==> src/verilog/sdma_pkg.sv <==
package sdma_pkg;

    // ****************************************
    // register indices (byte address = index * 4)
    // ****************************************
    localparam logic [13:0] REG_TRIG_IDX     = 14'h3E00;
    localparam logic [13:0] REG_MODE_IDX     = 14'h3E01;
    localparam logic [13:0] REG_EN_IDX       = 14'h3E02;
    localparam logic [13:0] REG_STAT_IDX     = 14'h3E03;
    localparam logic [13:0] REG_SRC_LO_IDX   = 14'h3E04;
    localparam logic [13:0] REG_SRC_MID_IDX  = 14'h3E05;
    localparam logic [13:0] REG_SRC_HI_IDX   = 14'h3E06;
    localparam logic [13:0] REG_DST_LO_IDX   = 14'h3E08;
    localparam logic [13:0] REG_DST_MID_IDX  = 14'h3E09;
    localparam logic [13:0] REG_DST_HI_IDX   = 14'h3E0A;
    localparam logic [13:0] REG_CNT_LO_IDX   = 14'h3E0C;
    localparam logic [13:0] REG_CNT_HI_IDX   = 14'h3E0D;

    // ****************************************
    // field positions and reset values
    // ****************************************
    localparam int          BIT_SRC_FIXED = 7;
    localparam int          BIT_UNIT_SIZE = 5;
    localparam int          BIT_MODE      = 3;
    localparam int          BIT_DST_FIXED = 1;
    localparam int          BIT_ENABLE    = 0;
    localparam int          BIT_ERROR     = 4;
    localparam int          BIT_BUSY      = 0;
    localparam logic [4:0]  TRIG_SOFTWARE = 5'h00;
    localparam logic [16:0] ADDR_RESET    = 17'h00000;
    localparam logic [9:0]  CNT_RESET     = 10'h000;
    localparam logic [9:0]  CNT_LAST      = 10'h001;
    localparam logic [1:0]  RESP_OKAY     = 2'h0;
    localparam logic [1:0]  RESP_SLVERR   = 2'h2;

    // ****************************************
    // memory bus request carrier
    // ****************************************
    typedef struct packed {
        logic        we;
        logic        wide;
        logic [16:0] addr;
        logic [15:0] wdata;
    } sdma_mem_req_t;

    typedef enum logic [1:0] {
        ST_IDLE,
        ST_WAIT,
        ST_READ,
        ST_WRITE
    } sdma_state_t;

endpackage

==> src/verilog/sdma_top.sv <==
`timescale 1ns/1ps

module sdma_top
    import sdma_pkg::*;
(
    input  wire logic          i_clock,
    input  wire logic          i_rst_n,
    input  wire logic [15:0]   i_awaddr,
    input  wire logic          i_awvalid,
    output logic               o_awready,
    input  wire logic [31:0]   i_wdata,
    input  wire logic [3:0]    i_wstrb,
    input  wire logic          i_wvalid,
    output logic               o_wready,
    output logic [1:0]         o_bresp,
    output logic               o_bvalid,
    input  wire logic          i_bready,
    input  wire logic [15:0]   i_araddr,
    input  wire logic          i_arvalid,
    output logic               o_arready,
    output logic [31:0]        o_rdata,
    output logic [1:0]         o_rresp,
    output logic               o_rvalid,
    input  wire logic          i_rready,
    output logic               o_mem_valid,
    output sdma_mem_req_t      o_mem,
    input  wire logic          i_mem_ready,
    input  wire logic [15:0]   i_mem_rdata,
    input  wire logic [31:0]   i_trigger,
    output logic               o_done_irq,
    output logic               o_addreq_irq,
    output logic               o_error_irq
);

    // ****************************************
    // helper functions
    // ****************************************
    function automatic logic is_mapped(input logic [13:0] idx);
        is_mapped = (idx >= REG_TRIG_IDX && idx <= REG_SRC_HI_IDX)
                 || (idx >= REG_DST_LO_IDX && idx <= REG_DST_HI_IDX)
                 || idx == REG_CNT_LO_IDX || idx == REG_CNT_HI_IDX;
    endfunction

    // advance by unit size unless the address is held fixed
    function automatic logic [16:0] step_addr(input logic [16:0] a, input logic fixed,
                                              input logic wide);
        step_addr = fixed ? a : a + {15'h0000, wide, ~wide};
    endfunction

    // ****************************************
    // state
    // ****************************************
    sdma_state_t   state;
    logic [4:0]    trig_sel;
    logic          src_fixed;
    logic          dst_fixed;
    logic          unit_wide;
    logic          mode_single;
    logic          enable;
    logic          busy;
    logic          error_flag;
    logic          last_read;
    logic [16:0]   src;
    logic [16:0]   dst;
    logic [9:0]    count;
    logic [15:0]   data_hold;
    logic          aw_full;
    logic          w_full;
    logic [15:0]   aw_addr;
    logic [7:0]    w_byte;
    logic          w_lane0;

    // ****************************************
    // register bus decode
    // ****************************************
    wire           aw_take   = i_awvalid & o_awready;
    wire           w_take    = i_wvalid & o_wready;
    wire           wr_fire   = aw_full & w_full & ~o_bvalid;
    wire [13:0]    wr_idx    = aw_addr[15:2];
    wire           wr_ok     = (aw_addr[1:0] == 2'h0) & is_mapped(wr_idx);
    wire           wr_en     = wr_fire & wr_ok & w_lane0;
    wire           ar_take   = i_arvalid & o_arready;
    wire [13:0]    rd_idx    = i_araddr[15:2];
    wire           rd_ok     = (i_araddr[1:0] == 2'h0) & is_mapped(rd_idx);

    // per-register write strobes
    wire           wr_trig   = wr_en & (wr_idx == REG_TRIG_IDX);
    wire           wr_mode   = wr_en & (wr_idx == REG_MODE_IDX);
    wire           wr_enreg  = wr_en & (wr_idx == REG_EN_IDX);
    wire           wr_src_lo = wr_en & (wr_idx == REG_SRC_LO_IDX);
    wire           wr_src_md = wr_en & (wr_idx == REG_SRC_MID_IDX);
    wire           wr_src_hi = wr_en & (wr_idx == REG_SRC_HI_IDX);
    wire           wr_dst_lo = wr_en & (wr_idx == REG_DST_LO_IDX);
    wire           wr_dst_md = wr_en & (wr_idx == REG_DST_MID_IDX);
    wire           wr_dst_hi = wr_en & (wr_idx == REG_DST_HI_IDX);
    wire           wr_cnt_lo = wr_en & (wr_idx == REG_CNT_LO_IDX);
    wire           wr_cnt_hi = wr_en & (wr_idx == REG_CNT_HI_IDX);
    wire           en_set    = wr_enreg & w_byte[BIT_ENABLE];
    wire           en_stop   = wr_enreg & ~w_byte[BIT_ENABLE];

    // next values of the bus handshake flops
    wire           next_aw_full = (aw_full | aw_take) & ~wr_fire;
    wire           next_w_full  = (w_full | w_take) & ~wr_fire;
    wire           next_bvalid  = o_bvalid ? ~i_bready : wr_fire;
    wire           next_rvalid  = o_rvalid ? ~i_rready : ar_take;

    // read-back selection; reserved bits read as zero
    wire [7:0]     mode_rb   = {2'h0, unit_wide, 1'h0, mode_single, 1'h0, dst_fixed, 1'h0};
    wire [7:0]     rd_byte =
        (rd_idx == REG_TRIG_IDX)    ? {src_fixed, 2'b00, trig_sel} :
        (rd_idx == REG_MODE_IDX)    ? mode_rb :
        (rd_idx == REG_EN_IDX)      ? {7'h00, enable} :
        (rd_idx == REG_STAT_IDX)    ? {3'h0, error_flag, 3'h0, busy} :
        (rd_idx == REG_SRC_LO_IDX)  ? src[7:0] :
        (rd_idx == REG_SRC_MID_IDX) ? src[15:8] :
        (rd_idx == REG_SRC_HI_IDX)  ? {7'h00, src[16]} :
        (rd_idx == REG_DST_LO_IDX)  ? dst[7:0] :
        (rd_idx == REG_DST_MID_IDX) ? dst[15:8] :
        (rd_idx == REG_DST_HI_IDX)  ? {7'h00, dst[16]} :
        (rd_idx == REG_CNT_LO_IDX)  ? count[7:0] :
        (rd_idx == REG_CNT_HI_IDX)  ? {6'h00, count[9:8]} : 8'h00;

    // ****************************************
    // transfer decode
    // ****************************************
    wire           mem_done  = o_mem_valid & i_mem_ready;
    wire           rd_done   = (state == ST_READ) & mem_done;
    wire           wr_done   = (state == ST_WRITE) & mem_done;
    wire           last_unit = (count == CNT_LAST);
    wire           sw_trig   = (trig_sel == TRIG_SOFTWARE);
    wire           trig_evt  = ~sw_trig & i_trigger[trig_sel];
    // software trigger fires continuously while waiting
    wire           start     = (state == ST_WAIT) & ~en_stop
                             & (sw_trig | trig_evt);
    // single mode: pending unit not yet read; burst: last unit not yet read
    wire           err_evt   = trig_evt & busy & ~last_read & ~en_stop
                             & (mode_single ? ((state == ST_READ) & ~rd_done) : 1'b1);
    wire           add_evt   = trig_evt & last_read & ~en_set;
    wire           finish    = wr_done & last_unit & ~en_stop;
    wire [16:0]    src_step  = step_addr(src, src_fixed, unit_wide);
    wire [16:0]    dst_step  = step_addr(dst, dst_fixed, unit_wide);

    // next address and count values, software writes take lane by lane
    wire [16:0]    src_hw    = rd_done ? src_step : src;
    wire [16:0]    dst_hw    = wr_done ? dst_step : dst;
    wire [16:0]    next_src  = {wr_src_hi ? w_byte[0] : src_hw[16],
                                wr_src_md ? w_byte : src_hw[15:8],
                                wr_src_lo ? w_byte : src_hw[7:0]};
    wire [16:0]    next_dst  = {wr_dst_hi ? w_byte[0] : dst_hw[16],
                                wr_dst_md ? w_byte : dst_hw[15:8],
                                wr_dst_lo ? w_byte : dst_hw[7:0]};
    wire [9:0]     cnt_hw    = wr_done ? count - CNT_LAST : count;
    wire [9:0]     next_cnt  = {wr_cnt_hi ? w_byte[1:0] : cnt_hw[9:8],
                                wr_cnt_lo ? w_byte : cnt_hw[7:0]};

    // ****************************************
    // register bus slave
    // ****************************************
    // write address and data are taken in either order; response follows both
    always_ff @(posedge i_clock or negedge i_rst_n) begin
        if (!i_rst_n) begin
            aw_full   <= 1'b0;
            w_full    <= 1'b0;
            o_awready <= 1'b0;
            o_wready  <= 1'b0;
            o_bvalid  <= 1'b0;
            o_bresp   <= RESP_OKAY;
            aw_addr   <= 16'h0000;
            w_byte    <= 8'h00;
            w_lane0   <= 1'b0;
        end else begin
            aw_full   <= next_aw_full;
            w_full    <= next_w_full;
            o_awready <= ~next_aw_full & ~next_bvalid;
            o_wready  <= ~next_w_full & ~next_bvalid;
            o_bvalid  <= next_bvalid;
            if (wr_fire) begin
                o_bresp <= wr_ok ? RESP_OKAY : RESP_SLVERR;
            end
            if (aw_take) begin
                aw_addr <= i_awaddr;
            end
            if (w_take) begin
                w_byte  <= i_wdata[7:0];
                w_lane0 <= i_wstrb[0];
            end
        end
    end

    // reads answer one cycle after the address is taken
    always_ff @(posedge i_clock or negedge i_rst_n) begin
        if (!i_rst_n) begin
            o_arready <= 1'b0;
            o_rvalid  <= 1'b0;
            o_rdata   <= 32'h00000000;
            o_rresp   <= RESP_OKAY;
        end else begin
            o_arready <= ~next_rvalid;
            o_rvalid  <= next_rvalid;
            if (ar_take) begin
                o_rdata <= {24'h000000, rd_ok ? rd_byte : 8'h00};
                o_rresp <= rd_ok ? RESP_OKAY : RESP_SLVERR;
            end
        end
    end

    // ****************************************
    // setup registers
    // ****************************************
    // setup is not interlocked against enable; software keeps it still
    always_ff @(posedge i_clock or negedge i_rst_n) begin
        if (!i_rst_n) begin
            trig_sel    <= TRIG_SOFTWARE;
            src_fixed   <= 1'b0;
            dst_fixed   <= 1'b0;
            unit_wide   <= 1'b0;
            mode_single <= 1'b0;
            src         <= ADDR_RESET;
            dst         <= ADDR_RESET;
            count       <= CNT_RESET;
        end else begin
            if (wr_trig) begin
                trig_sel  <= w_byte[4:0];
                src_fixed <= w_byte[BIT_SRC_FIXED];
            end
            if (wr_mode) begin
                unit_wide   <= w_byte[BIT_UNIT_SIZE];
                mode_single <= w_byte[BIT_MODE];
                dst_fixed   <= w_byte[BIT_DST_FIXED];
            end
            src   <= next_src;
            dst   <= next_dst;
            count <= next_cnt;
        end
    end

    // ****************************************
    // flags and events
    // ****************************************
    // error set wins over the clear caused by an enable write
    always_ff @(posedge i_clock or negedge i_rst_n) begin
        if (!i_rst_n) begin
            enable       <= 1'b0;
            error_flag   <= 1'b0;
            last_read    <= 1'b0;
            o_done_irq   <= 1'b0;
            o_addreq_irq <= 1'b0;
            o_error_irq  <= 1'b0;
        end else begin
            enable       <= wr_enreg ? w_byte[BIT_ENABLE]
                                     : (enable & ~finish);
            error_flag   <= err_evt | (error_flag & ~wr_enreg);
            last_read    <= (rd_done & last_unit) | (last_read & ~en_set);
            o_done_irq   <= finish;
            o_addreq_irq <= add_evt;
            o_error_irq  <= err_evt;
        end
    end

    // ****************************************
    // transfer sequencer
    // ****************************************
    // a stop write aborts even a memory request that is still waiting
    always_ff @(posedge i_clock or negedge i_rst_n) begin
        if (!i_rst_n) begin
            state       <= ST_IDLE;
            busy        <= 1'b0;
            o_mem_valid <= 1'b0;
            o_mem       <= '0;
            data_hold   <= 16'h0000;
        end else if (en_stop) begin
            state       <= ST_IDLE;
            busy        <= 1'b0;
            o_mem_valid <= 1'b0;
        end else begin
            case (state)
                ST_IDLE: begin
                    if (en_set) begin
                        state <= ST_WAIT;
                    end
                end
                ST_WAIT: begin
                    if (start) begin
                        state       <= ST_READ;
                        busy        <= 1'b1;
                        o_mem_valid <= 1'b1;
                        o_mem       <= '{we: 1'b0, wide: unit_wide, addr: src, wdata: 16'h0000};
                    end
                end
                ST_READ: begin
                    if (mem_done) begin
                        state     <= ST_WRITE;
                        data_hold <= i_mem_rdata;
                        o_mem     <= '{we: 1'b1, wide: unit_wide, addr: dst, wdata: i_mem_rdata};
                    end
                end
                ST_WRITE: begin
                    if (mem_done) begin
                        if (last_unit || mode_single) begin
                            state       <= last_unit ? ST_IDLE : ST_WAIT;
                            busy        <= 1'b0;
                            o_mem_valid <= 1'b0;
                        end else begin
                            state <= ST_READ;
                            o_mem <= '{we: 1'b0, wide: unit_wide, addr: src, wdata: data_hold};
                        end
                    end
                end
                default: begin
                    state <= ST_IDLE;
                end
            endcase
        end
    end
endmodule

==> config.mk <==
export PLATFORM = sky130hd
export DESIGN_NAME = sdma_top
export DESIGN_NICKNAME = d
export VERILOG_FILES = /design/src/verilog/sdma_pkg.sv /design/src/verilog/sdma_top.sv
export SDC_FILE = /design/constraint.sdc
export NUM_CORES = 1
export LEC_CHECK = 0
export BUFFER_PORTS_ARGS = -buffer_cell sky130_fd_sc_hd__buf_2
export CAP_MARGIN = 20
export CORE_ASPECT_RATIO = 2
export CORE_UTILIZATION = 40
export DETAILED_ROUTE_END_ITERATION = 7
export PLACE_DENSITY_LB_ADDON = 0.3
export SKIP_LAST_GASP = 1
export SLEW_MARGIN = 10
export SYNTH_ARGS = -nofsm -noshare
export SYNTH_HDL_FRONTEND = slang
export SYNTH_SLANG_ARGS = --single-unit
==> constraint.sdc <==
create_clock -name i_clock -period 6.6 [get_ports i_clock]
set_input_delay 0.66 -clock i_clock [delete_from_list [all_inputs] [get_ports i_clock]]
set_output_delay 0.66 -clock i_clock [all_outputs]
set_load 0.03 [all_outputs]
==> reports/results.txt <==
Status - completed
Dpl cell area - 0.00935 mm^2
Worst slew margin - 30.1%
Final Hold Viols - 0
Cell taking the most area after synthesis - dfrtp_1
Wire per inst - 19.0 um
Clock transition at path regs - 0.06 ns
Worst Path Buf+Inv - 0
Reg2Reg Depth - 5
CP Capture Type - flop
Later-pin clock latency in the skew report - 0.44 ns
DR DRC count - 0
Rows - 75
Largest net degree at the start of global routing - 87
CP top delay family - compound AO/OA/AOI/OAI gates
Antenna Nets Post-Route - 0
Ys async rst share - 100%
Clk_skew - 0.0109 ns
Clock Tree Buf Depth - 2
# Max-Cap Violations - 0
Initial core utilization - 40.6%
Worst r2r src - state[1]
Worst endpoint required time - 6.92 ns
Hpwl dp - 17,500 um
Last element of the critical path - o_mem[21]
Clock sink count - 155
Gr ovfl total - 0
DIE AREA - 0.0218 mm^2
Diodes inserted - 0
Leakage - 4.38 nW
All-layer global routing usage - 22.7%
CTS tree - done
CTS buffer count - 17
Final worst path period need - 3.43 ns
Final GP Congestion - 0.943
Core area - 0.0209 mm^2
Worst Tran Pin Value - 1.05 ns
CP max FO - 36
Commonest non-fill, non-tap cell in the layout - dfrtp_1
Synth Flop Type - dfrtp_1
Worst IR drop on VDD - 220 uV
Vias - 6,764
Yosys top cell area share - 45.7%
Mapped Area - 0.00849 mm^2
Crit path launch type - flop
Highest-count cells in the layout ignoring fill and taps - dfrtp_1 (155), buf_2 (149), nor2_1 (71), mux2_2 (71), nand2_1 (63)
Crit-path max cell delay - 0.99 ns
Synth Area per Inst - 10.2 um^2
Initial antenna violation count - 0
Worst r2r dst - o_mem[21]
Hold buffers post-CTS - 0
Critical setup path kind - reg -> reg
RSZ-0062 raised after global routing - false
Final worst slack - 3.17 ns
#FFs+latches synth - 155
Final nets - 1,103
Fraction of layout cells with a size suffix above 1 - 28.6%
Largest cells by area after synthesis - dfrtp_1 (46%), mux2_2 (9.4%), mux2i_1 (4.6%)
Path type of the worst min-delay path - in -> async
Cell Pwr Density - 404 mW/mm^2
Drt via density - 5.40
Final setup violation count - 0
Arr. time, crit path - 3.75 ns
Max Clk Rate - 292 MHz
Cell count after synthesis - 834
Final instance area - 0.00991 mm^2
Dpl ws - 3.06 ns
Setup Fix Bufs, Post-CTS - 0
Period utilization - 52.0%
First-pass GRT wire length - 37,200 um
Register area share after synthesis - 45.7%
Worst setup startpoint - state[1]
Slowest cell on the critical path - o31a_2
Setup TNS - 0 ns
First-pass iteration count of the detailed router - 4
Drt total wl - 23,800 um
Post-synth EDFFs - 0
Vias in the first global route - 6,857
Cts repair resizes - 0
Area grow syn2layout - 16.8%
Distinct cell type count after synthesis - 68
Yosys warning total - 0
Final Max Tran Viols - 0
Htree depth - 4
CTS root buf - clkbuf_16
Die Ht - 208 um
Num ports - 204
Worst-path cell chain - and3_1, o21ai_2, a22oi_2, o31a_2, mux2_2
Initial DRC count - 308
Setup slack, reg-to-reg - 3.17 ns
Die width - 105 um
Critical Path Stages - 5
IO Port Bufs - 150
==> cell usage after synthesis (5+ instances only) <==
cell type,instances
clkbuf_1,23
buf_4,26
mux2_4,12
and4_1,7
nor3_1,10
buf_2,5
nor2_1,71
or3_1,7
nor2b_1,27
mux2_2,71
nor4_1,5
inv_1,37
nand2b_1,6
a32oi_1,6
nand3_1,24
nand4_1,10
a22oi_1,8
mux2i_1,39
and3_1,10
ha_1,6
xnor2_1,17
a21oi_1,59
nand2_1,63
xor2_1,22
o21ai_1,5
o21ai_0,33
dfrtp_1,155
==> logic make-up (layout without fill, tap and decap cells) <==
family	Yosys count	count (layout)	synth area share, %
AO/OA/AOI/OAI	145	145	10.5
buffers and inverters	97	222	5.78
flip-flops	155	155	45.7
XOR/XNOR	39	39	4.03
other	1	26	0.0442
adder cells (fa/ha/maj)	8	8	1.36
multiplexers	122	122	16.1
AND/OR/NAND/NOR	267	267	16.5
==> power breakdown <==
| part | switching (mW) | internal, mW | total (mW) |
|---|---|---|---|
| sequential | 0.424 | 1.26 | 1.68 |
| combinational | 0.746 | 0.628 | 1.37 |
| clock | 0.428 | 0.524 | 0.952 |
==> worst min-delay path by stage <==
| stage | startpoint | end | slack (ns) | depth (start not counted) |
|---|---|---|---|---|
| 2_1_floorplan | i_rst_n | aw_addr[0] | 0.36 | 0 |
| 5_1_grt | i_rst_n | o_mem[21] | 0.35 | 1 |
| 3_3_place_gp | o_rdata[6] | o_rdata[6] | 0.47 | 1 |
| 3_5_place_dp | o_rdata[6] | o_rdata[6] | 0.48 | 1 |
| 6_report | i_rst_n | o_mem[21] | 0.29 | 1 |
| 4_1_cts | i_rst_n | dst[7] | 0.31 | 1 |
==> worst register-to-register path: stages, from the launching register on <==
cell     delay [ns]
dfrtp_1        0.81
and3_1         0.31
o21ai_2        0.07
a22oi_2        0.69
o31a_2         0.99
mux2_2         0.45
==> per-stage QoR <==
stage,cells,hold slack [ns],power [mW],utilization (%)
CTS,1253,0.315,4.04,47.4
global placement,1221,0.472,3.04,44.7
global route,1253,0.347,4.23,47.4
floorplan,859,0.364,2.61,-
finish,1253,0.287,4.01,47.4
detailed placement,1221,0.481,3.07,44.7
==> routing by layer <==
layer	vias up	track usage, %	part of all wire (%)
met5	-	0	0
met4	0	15.3	7.0
met3	85	4.64	3.7
met2	209	41.5	54
met1	3293	22.7	36
li1	3177	-	-
==> final cells by class <==
cell class | count | area [um^2]
clock inverters | 15 | 140
fillers | 2070 | 11000
clock buffers | 17 | 425
multi-input cells | 607 | 4210
flip-flops and latches | 155 | 3880
well taps | 269 | 337
inverters | 37 | 139
repair buffers | 153 | 779
==> flip-flops by register name (all words and copies together), names as in the netlist, 2 cells and up <==
register	flops
aw_addr	16
count	10
trig_sel	5
o_mem	35
o_rdata	8
dst	17
state	2
data_hold	16
src	17
w_byte	8
Power figures use the tool's default switching activity.
